$ cat src/tqa_consts.vh
// Register offsets, field positions, reset values and timing counts for the transmit queue control.
`ifndef TQA_CONSTS_VH
`define TQA_CONSTS_VH
`define TQA_ADDR_W          18
`define TQA_OFF_TAIL0       18'h03818
`define TQA_OFF_TAIL1       18'h03918
`define TQA_OFF_DELAY       18'h03820
`define TQA_OFF_ABS         18'h0382c
`define TQA_OFF_ARB0        18'h03840
`define TQA_OFF_ARB1        18'h03940
`define TQA_OFF_HEAD0       18'h03810
`define TQA_OFF_HEAD1       18'h03910
`define TQA_OFF_STATUS      18'h038f0
`define TQA_CNT_LSB         0
`define TQA_CNT_MSB         6
`define TQA_COMP_BIT        7
`define TQA_RATIO_LSB       8
`define TQA_RATIO_MSB       9
`define TQA_EN_BIT          10
`define TQA_FLUSH_BIT       31
`define TQA_CNT_RESET       7'h03
`define TQA_EN_RESET        1'h1
`define TQA_TICK_PS         1024000
`define TQA_CLK_PS          25000
`define TQA_TICK_CYCLES     (`TQA_TICK_PS / `TQA_CLK_PS)
`endif

$ cat src/tqa_timer.v
// Reloadable countdown in prescaler ticks (1.000 us by default) used for delayed and absolute interrupt timing.
`timescale 1ns/100ps
`default_nettype none
module tqa_timer #(
   parameter W = 16
) (
   input  wire         clk_in,
   input  wire         srst_in,
   input  wire         ce_in,
   input  wire         tick_in,
   input  wire         start_in,
   input  wire         halt_in,
   input  wire [W-1:0] reload_in,
   output reg          expire_out,
   output reg          run_out
);
   reg [W-1:0] count;

   // Start reloads and runs unless the reload is zero; halt reloads and stops; expiry is a one-cycle pulse.
   always @(posedge clk_in) begin
      if (srst_in) begin
         count      <= {W{1'b0}};
         run_out    <= 1'b0;
         expire_out <= 1'b0;
      end else if (ce_in) begin
         expire_out <= 1'b0;
         if (halt_in) begin
            count   <= reload_in;
            run_out <= 1'b0;
         end else if (start_in) begin
            count   <= reload_in;
            run_out <= (reload_in != {W{1'b0}});
         end else if (run_out && tick_in) begin
            if (count <= {{(W-1){1'b0}}, 1'b1}) begin
               run_out    <= 1'b0;
               expire_out <= 1'b1;
               count      <= reload_in;
            end else begin
               count <= count - {{(W-1){1'b0}}, 1'b1};
            end
         end
      end
   end
endmodule
`default_nettype wire

$ cat src/tqa_core.v
// Two-queue transmit tail pointers, weighted arbitration and interrupt delay timers.
//
// Local design decision: the strobed register port.
`timescale 1ns/100ps
`default_nettype none
`include "tqa_consts.vh"
module tqa_core #(
   parameter IDX_W    = 16,
   parameter CNT_W    = 7,
   parameter TICK_CYC = `TQA_TICK_CYCLES
) (
   input  wire                   clk_in,
   input  wire                   srst_in,
   input  wire                   ce_in,
   input  wire [`TQA_ADDR_W-1:0] addr_in,
   input  wire [31:0]            wdata_in,
   input  wire                   wr_in,
   input  wire                   rd_in,
   output reg  [31:0]            rdata_out,
   input  wire                   tx_enable_in,
   input  wire                   mac_ready_in,
   input  wire                   done_in,
   input  wire                   done_queue_in,
   input  wire [7:0]             done_pkts_in,
   input  wire                   done_report_status_flag_in,
   input  wire                   done_delay_enable_flag_in,
   output reg                    send_valid_out,
   output reg                    send_queue_out,
   output reg  [IDX_W-1:0]       send_index_out,
   output reg                    writeback_out,
   output reg                    tx_complete_cause_out
);
   reg [IDX_W-1:0] tail0, tail1, head0, head1;
   reg [CNT_W:0]   cnt0, cnt1;       // Signed live counters, one spare bit.
   reg [CNT_W-1:0] high0, high1;
   reg             comp0, comp1, en0, en1;
   reg [1:0]       ratio0, ratio1;
   reg [15:0]      delay_reload_value, abs_reload;
   reg             cur_q, busy;
   reg [15:0]      tick_cnt;
   reg             tick;
   reg             flush_partial_block;
   wire            dly_exp, dly_run, abs_exp, abs_run;

   wire wr_delay = wr_in && (addr_in == `TQA_OFF_DELAY);
   wire flush_req = wr_delay && wdata_in[`TQA_FLUSH_BIT];

   // Queue zero is always considered enabled; the enable of queue one gates it.
   wire ne0 = (head0 != tail0) && tx_enable_in;
   wire ne1 = (head1 != tail1) && tx_enable_in && en1;

   // Completion classes for delay timing.
   wire q_delay = done_in && done_report_status_flag_in && done_delay_enable_flag_in;
   wire q_imm   = done_in && done_report_status_flag_in && !done_delay_enable_flag_in;
   wire abs_go  = q_delay && !abs_run;

   // Free-running tick prescaler: one tick every TICK_CYC cycles, 40 cycles of 25 ns (1.000 us) by default.
   always @(posedge clk_in) begin
      if (srst_in) begin
         tick_cnt <= 16'h0000;
         tick     <= 1'b0;
      end else if (ce_in) begin
         tick <= 1'b0;
         if (tick_cnt == TICK_CYC[15:0] - 16'h0001) begin
            tick_cnt <= 16'h0000;
            tick     <= 1'b1;
         end else begin
            tick_cnt <= tick_cnt + 16'h0001;
         end
      end
   end

   tqa_timer #(.W(16)) u_delay (
      .clk_in     (clk_in),
      .srst_in    (srst_in),
      .ce_in      (ce_in),
      .tick_in    (tick),
      .start_in   (q_delay),
      .halt_in    (q_imm || abs_exp || flush_req),
      .reload_in  (delay_reload_value),
      .expire_out (dly_exp),
      .run_out    (dly_run)
   );

   tqa_timer #(.W(16)) u_abs (
      .clk_in     (clk_in),
      .srst_in    (srst_in),
      .ce_in      (ce_in),
      .tick_in    (tick),
      .start_in   (abs_go),
      .halt_in    (q_imm || dly_exp || flush_req),
      .reload_in  (abs_reload),
      .expire_out (abs_exp),
      .run_out    (abs_run)
   );

   // Compensation amount: deficit shifted by the receiving queue's ratio, truncated.
   function [CNT_W:0] comp_amt;
      input [CNT_W:0] deficit;
      input [1:0]     ratio;
      begin
         comp_amt = deficit >> ratio;
      end
   endfunction

   // Saturating signed subtract; result never wraps past the most negative value.
   function [CNT_W:0] sub_sat;
      input [CNT_W:0] a;
      input [7:0]     n;
      reg   [9:0]     d;
      begin
         d = {{2{a[CNT_W]}}, a} - {2'b00, n};
         if (d[9] && (d[9:CNT_W] != {(10-CNT_W){1'b1}}))
            sub_sat = {1'b1, {CNT_W{1'b0}}};
         else
            sub_sat = d[CNT_W:0];
      end
   endfunction

   // Saturating positive add used for compensation.
   function [CNT_W:0] add_sat;
      input [CNT_W:0] a;
      input [CNT_W:0] b;
      reg   [CNT_W+1:0] s;
      begin
         s = {a[CNT_W], a} + {1'b0, b};
         if (!a[CNT_W] && s[CNT_W])
            add_sat = {1'b0, {CNT_W{1'b1}}};
         else
            add_sat = s[CNT_W:0];
      end
   endfunction

   reg [CNT_W:0] nc_done, nc_oth;
   reg           dropped;

   // Counter update for the queue that just finished, and compensation of the other.
   always @* begin
      nc_done = sub_sat(done_queue_in ? cnt1 : cnt0, done_pkts_in);
      nc_oth  = done_queue_in ? cnt0 : cnt1;
      dropped = nc_done[CNT_W];
      if (dropped && comp0 && comp1) begin
         if (done_queue_in)
            nc_oth = add_sat(cnt0, comp_amt(-nc_done, ratio0));
         else
            nc_oth = add_sat(cnt1, comp_amt(-nc_done, ratio1));
      end
      if (dropped)
         nc_done = {1'b0, done_queue_in ? high1 : high0};
   end

   // Register writes, head advance, arbitration and counters.
   always @(posedge clk_in) begin
      if (srst_in) begin
         tail0 <= {IDX_W{1'b0}};
         tail1 <= {IDX_W{1'b0}};
         head0 <= {IDX_W{1'b0}};
         head1 <= {IDX_W{1'b0}};
         cnt0  <= {1'b0, `TQA_CNT_RESET};
         cnt1  <= {1'b0, `TQA_CNT_RESET};
         high0 <= `TQA_CNT_RESET;
         high1 <= `TQA_CNT_RESET;
         comp0 <= 1'b0;
         comp1 <= 1'b0;
         ratio0 <= 2'b00;
         ratio1 <= 2'b00;
         en0   <= `TQA_EN_RESET;
         en1   <= `TQA_EN_RESET;
         delay_reload_value <= 16'h0000;
         abs_reload <= 16'h0000;
         cur_q <= 1'b0;
         busy  <= 1'b0;
         send_valid_out <= 1'b0;
         send_queue_out <= 1'b0;
         send_index_out <= {IDX_W{1'b0}};
      end else if (ce_in) begin
         send_valid_out <= 1'b0;
         if (wr_in) begin
            case (addr_in)
               `TQA_OFF_TAIL0: tail0 <= wdata_in[IDX_W-1:0];
               `TQA_OFF_TAIL1: tail1 <= wdata_in[IDX_W-1:0];
               `TQA_OFF_HEAD0: if (!tx_enable_in) head0 <= wdata_in[IDX_W-1:0];
               `TQA_OFF_HEAD1: if (!tx_enable_in) head1 <= wdata_in[IDX_W-1:0];
               `TQA_OFF_ARB0: begin
                  high0  <= wdata_in[`TQA_CNT_MSB:`TQA_CNT_LSB];
                  comp0  <= wdata_in[`TQA_COMP_BIT];
                  ratio0 <= wdata_in[`TQA_RATIO_MSB:`TQA_RATIO_LSB];
                  en0    <= wdata_in[`TQA_EN_BIT];
               end
               `TQA_OFF_ARB1: begin
                  high1  <= wdata_in[`TQA_CNT_MSB:`TQA_CNT_LSB];
                  comp1  <= wdata_in[`TQA_COMP_BIT];
                  ratio1 <= wdata_in[`TQA_RATIO_MSB:`TQA_RATIO_LSB];
                  en1    <= wdata_in[`TQA_EN_BIT];
               end
               `TQA_OFF_DELAY: delay_reload_value <= wdata_in[15:0];
               `TQA_OFF_ABS:   abs_reload <= wdata_in[15:0];
               default: ;
            endcase
         end
         // Completion of the packet in flight updates counters and may switch queues.
         if (done_in && busy) begin
            busy <= 1'b0;
            if (done_queue_in) begin
               cnt1 <= nc_done;
               cnt0 <= nc_oth;
            end else begin
               cnt0 <= nc_done;
               cnt1 <= nc_oth;
            end
            if (dropped || nc_done == {(CNT_W+1){1'b0}})
               cur_q <= ~done_queue_in;
         end else if (!busy && mac_ready_in) begin
            // Issue the next descriptor from the chosen non-empty queue.
            if ((cur_q ? ne1 : ne0)) begin
               busy <= 1'b1;
               send_valid_out <= 1'b1;
               send_queue_out <= cur_q;
               send_index_out <= cur_q ? head1 : head0;
               if (cur_q)
                  head1 <= head1 + {{(IDX_W-1){1'b0}}, 1'b1};
               else
                  head0 <= head0 + {{(IDX_W-1){1'b0}}, 1'b1};
            end else if (cur_q ? ne0 : ne1) begin
               cur_q <= ~cur_q;
            end
         end
      end
   end

   // Interrupt cause and write-back pulses; flush forces both.
   always @(posedge clk_in) begin
      if (srst_in) begin
         tx_complete_cause_out <= 1'b0;
         writeback_out <= 1'b0;
         flush_partial_block <= 1'b0;
      end else if (ce_in) begin
         flush_partial_block <= flush_req;
         writeback_out <= flush_req || dly_exp || abs_exp;
         tx_complete_cause_out <= dly_exp || abs_exp || q_imm || flush_req;
      end
   end

   // Read data one cycle after the strobe; flush bit and reserved bits read zero.
   always @(posedge clk_in) begin
      if (srst_in) begin
         rdata_out <= 32'h00000000;
      end else if (ce_in) begin
         rdata_out <= 32'h00000000;
         if (rd_in) begin
            case (addr_in)
               `TQA_OFF_TAIL0: rdata_out <= {16'h0000, tail0};
               `TQA_OFF_TAIL1: rdata_out <= {16'h0000, tail1};
               `TQA_OFF_HEAD0: rdata_out <= {16'h0000, head0};
               `TQA_OFF_HEAD1: rdata_out <= {16'h0000, head1};
               `TQA_OFF_ARB0: rdata_out <= {21'h000000, en0, ratio0, comp0,
                                            cnt0[CNT_W] ? 7'h00 : cnt0[CNT_W-1:0]};
               `TQA_OFF_ARB1: rdata_out <= {21'h000000, en1, ratio1, comp1,
                                            cnt1[CNT_W] ? 7'h00 : cnt1[CNT_W-1:0]};
               `TQA_OFF_DELAY: rdata_out <= {16'h0000, delay_reload_value};
               `TQA_OFF_ABS:   rdata_out <= {16'h0000, abs_reload};
               `TQA_OFF_STATUS: rdata_out <= {28'h0000000, flush_partial_block,
                                              abs_run, dly_run, cur_q};
               default: rdata_out <= 32'h00000000;
            endcase
         end
      end
   end
endmodule
`default_nettype wire

$ cat config.mk
export PLATFORM = sky130hd
export DESIGN_NAME = tqa_core
export DESIGN_NICKNAME = d
export VERILOG_FILES = /design/src/tqa_timer.v /design/src/tqa_core.v
export VERILOG_INCLUDE_DIRS = /design/src /design/src/src
export SDC_FILE = /design/constraint.sdc
export NUM_CORES = 1
export LEC_CHECK = 0
export ABC_AREA = 0
export BUFFER_PORTS_ARGS = -buffer_cell sky130_fd_sc_hd__buf_2
export CAP_MARGIN = 20
export CELL_PAD_IN_SITES_DETAIL_PLACEMENT = 2
export CELL_PAD_IN_SITES_GLOBAL_PLACEMENT = 2
export CORE_ASPECT_RATIO = 0.75
export CORE_UTILIZATION = 25
export CTS_BUF_LIST = sky130_fd_sc_hd__clkbuf_4 sky130_fd_sc_hd__clkbuf_8 sky130_fd_sc_hd__clkbuf_16
export CTS_CLUSTER_SIZE = 8
export DETAILED_ROUTE_END_ITERATION = 10
export GPL_TIMING_DRIVEN = 0
export HOLD_SLACK_MARGIN = 0.03
export PLACE_DENSITY_LB_ADDON = 0.1
export SLEW_MARGIN = 20
export SYNTH_ARGS = -nofsm -noshare
export SYNTH_HDL_FRONTEND = slang
export SYNTH_HIERARCHICAL = 1
export SYNTH_SLANG_ARGS = --single-unit
$ cat constraint.sdc
create_clock -name clk_in -period 8.5 [get_ports clk_in]
set_clock_uncertainty 0.15 [all_clocks]
set_input_delay 1.7 -clock clk_in [delete_from_list [all_inputs] [get_ports clk_in]]
set_output_delay 1.7 -clock clk_in [all_outputs]
set_load 0.005 [all_outputs]
==> run metrics <==
setup slack, reg-to-reg 1.85 ns; drc violations 0; Synth Register Bits 226; Netlist cell types 82; Worst slew margin 20.6%; CP Capture Type flop; CTS tree done; design area 15800 sq um; dpl cell area 14900 sq um; Row Count 73; # clock sinks 226; vias in the first global route 14600; Max VDD drop 0.0000960 V; final core occ 29.7%; initial antenna violation count 0; I/O pin count 121; asr flop ratio synth 0%; routed via count 14100; CTS Buf Count 34; final std cells w/o fill 2567; Worst Setup SP done_queue_in; Reg clk slew, reported paths 0.06 ns; max-cap viol count 0; Mapped Cells 1720; Via density 5.49; antenna-violating nets left 0; unrepaired setup endpoints after global routing no; R2R Path Start cnt0[0]; Placement Setup Slack -0.679 ns; die area 55000 sq um; Worst Hold Slack 0.307 ns; clock root buffer clkbuf_16; Worst EP arrival 8.20 ns; maximum clock path buffer count 3; Static Leakage 5.50 nW; Final Max Slew Viols 0; clk_lat worst skew 0.52 ns; share of cells above drive strength 1 12.9%; Detailed Place HPWL 51.1 mm; Pre-antenna DRT Iters 5; PostCTS Resize Cnt 2; Final Hold Viols 0; Worst-Margin Slew 1.19 ns; outcome finished clean; Fmax 0.126 GHz; chip height 203 microns; EDFF count, synth 0; Power, Total 3.08 mW; Tmin final 7.96 ns; Avg WL per Cell 26.2 microns; DR iter-0 viols 952; warnings from Yosys 6; critical path class primary input to flop; prevailing post-synth register cell dfxtp_1; Hold Buf Count CTS 0; # port buffers 79; # placed instances 2526; remaining global-route overflow 0; CP Data Required Time 8.73 ns; total wire length 67.3 mm; largest net degree at the start of global routing 13; worst hold start high0[3]; gr usage total 24.1%; maximum fanout along the worst path 10; Starting Density 25.4%; Worst path max stage delay 0.65 ns; Placer Congestion 0.882; H-tree depth 2; postcts setup bufs 0; final setup fails 0; mapped cell area 13500 sq um; fin crit share 93.7%; TNS Setup 0 ns; Avg Cell Area, Syn 7.86 sq um; nets 1954; worst-path cell chain buf_2 > clkbuf_2 > mux2_2 > ha_1 > and3_4 > o221ai_2 > or4b_2 > a41o_2 > nand2b_1 > ha_1 > a311oi_1 > a211oi_2 > a21oi_1 > mux2i_1 > ha_1 > a21o_1 > a21oi_1 > o21bai_1 > a21oi_1 > o21ai_0 > nor2b_1 > mux2_4 > o311ai_0 > o21ai_0; area growth from synthesis to layout 17.0%; sequential area share after synthesis 33.5%; PD cells 195 nW/um^2; Worst Hold Class flop to flop; startpoint types primary input; first-pass GRT wire length 99.1 mm; Die W 271 microns; slowest CP cell or4b_2; number of fill cells 6217; Worst Slack Setup Final 0.535 ns; Core ar. 53200 sq um
## registers in the layout (all words and copies together) (netlist names), 16 cells and up
register,flops
rdata_out,16
u_abs/count,16
abs_reload,16
tick_cnt,16
head0,16
u_delay/count,16
tail1,16
head1,16
send_index_out,16
tail0,16
delay_reload_value,16
## routing by layer
| layer | vias to the layer above | GRT usage, % | part of all wire (%) |
|---|---|---|---|
| met4 | 0 | 7.04 | 2.6 |
| met2 | 326 | 35.6 | 42 |
| met5 | - | 0 | 0 |
| met1 | 7213 | 35.9 | 51 |
| met3 | 88 | 3.50 | 4.7 |
| li1 | 6477 | - | - |
## power breakdown
group	internal (mW)	switching (mW)
Combinational	0.237	0.431
Clock	0.752	0.518
Sequential	1.10	0.0435
Total	2.08	0.992
## layout make-up
class                           instances  area [sq um]  area share [%]
Sequential cell                       226          4520            28.6
Clock buffer                           39           918            5.81
Clock inverter                          1          8.76          0.0554
Buffer                                146           713            4.51
Multi-Input combinational cell       1314          8180            51.7
Inverter                               49           184            1.16
Tap cell                              712           891            5.63
Timing Repair Buffer                   79           395            2.50
Antenna cell                            1          2.50          0.0158
## layout by cell type (no fill, tap or decap), types with 7 or more instances in the layout
| master | n |
|---|---|
| a221oi_1 | 7 |
| conb_1 | 16 |
| o22ai_1 | 23 |
| nor4_1 | 33 |
| mux2_2 | 15 |
| a21oi_1 | 157 |
| a31oi_1 | 9 |
| inv_1 | 48 |
| nand2b_1 | 9 |
| nand2_1 | 232 |
| a22oi_1 | 43 |
| mux2i_1 | 60 |
| a211oi_1 | 50 |
| clkbuf_1 | 96 |
| o21a_1 | 7 |
| nor2_1 | 144 |
| nor3_1 | 40 |
| ha_1 | 32 |
| a31o_2 | 12 |
| a222oi_1 | 11 |
| nor2b_1 | 12 |
| dfxtp_1 | 226 |
| o32ai_1 | 18 |
| xor2_1 | 35 |
| clkbuf_16 | 35 |
| nand3b_1 | 7 |
| and2_1 | 10 |
| xnor2_1 | 36 |
| buf_4 | 17 |
| and3_1 | 23 |
| a211o_1 | 7 |
| nand3_1 | 57 |
| o21ai_0 | 73 |
| buf_2 | 95 |
| nand4_1 | 25 |
## cells by family after synthesis
kind of cell	Yosys count	share of synthesized area, %
other	1	0.0277
flip-flops	226	33.5
multiplexers	78	6.08
AND/OR/NAND/NOR	638	22.6
buffers and inverters	195	6.62
AO/OA/AOI/OAI	475	23.2
adder cells (fa/ha/maj)	35	3.41
XOR/XNOR	72	4.66
## path summary, 6_finish.rpt
path,end,cells past startpoint
min reg2reg,high0[3],2
max,cnt0[2],24
min,high0[3],2
max reg2reg,cnt0[2],24
## worst max-delay path, delay by kind of cell
kind / cells / cell delay (ns)
muxes: 3 / 1.02
buffers and inverters: 2 / 0.54
and+or+nand+nor: 4 / 1.23
adders and majority gates: 3 / 0.99
AOI/OAI and AO/OA: 12 / 2.71
## synthesized netlist by cell type, types with 5 or more instances
cell type  number  area, sq um
a211o_1         7         61.3
a31o_2         12          105
dfxtp_1       226         4520
o21a_1          7         52.6
o21ai_0        74          370
buf_4          17          128
buf_2          15         75.1
or2_2           5         31.3
a21oi_1       157          786
a21o_1          5         37.5
o32ai_1        18          158
xnor2_1        37          324
a41o_1          5         50.1
nand2_1       232          871
nand3b_1        7         52.6
a221oi_1        7         61.3
buf_6           6         67.6
nand4_1        25          156
a22oi_1        43          323
a32oi_1         5         43.8
nand3_1        57          285
mux2_2         15          169
inv_1          48          180
nor2_1        144          541
ha_1           32          400
nor4_1         33          206
nor2b_1        12         75.1
and3_1         23          144
a31oi_1         9         56.3
a222oi_1       11          110
clkbuf_1       97          364
o22ai_1        23          144
or3_1           5         31.3
nor3_1         40          200
nand2b_1        9         56.3
or4_2           6         52.6
mux2i_1        60          601
xor2_1         35          307
a211oi_1       51          383
o2111ai_1       5         43.8
and2_1         10         62.6
No activity file was read; power rests on OpenSTA's default activity.
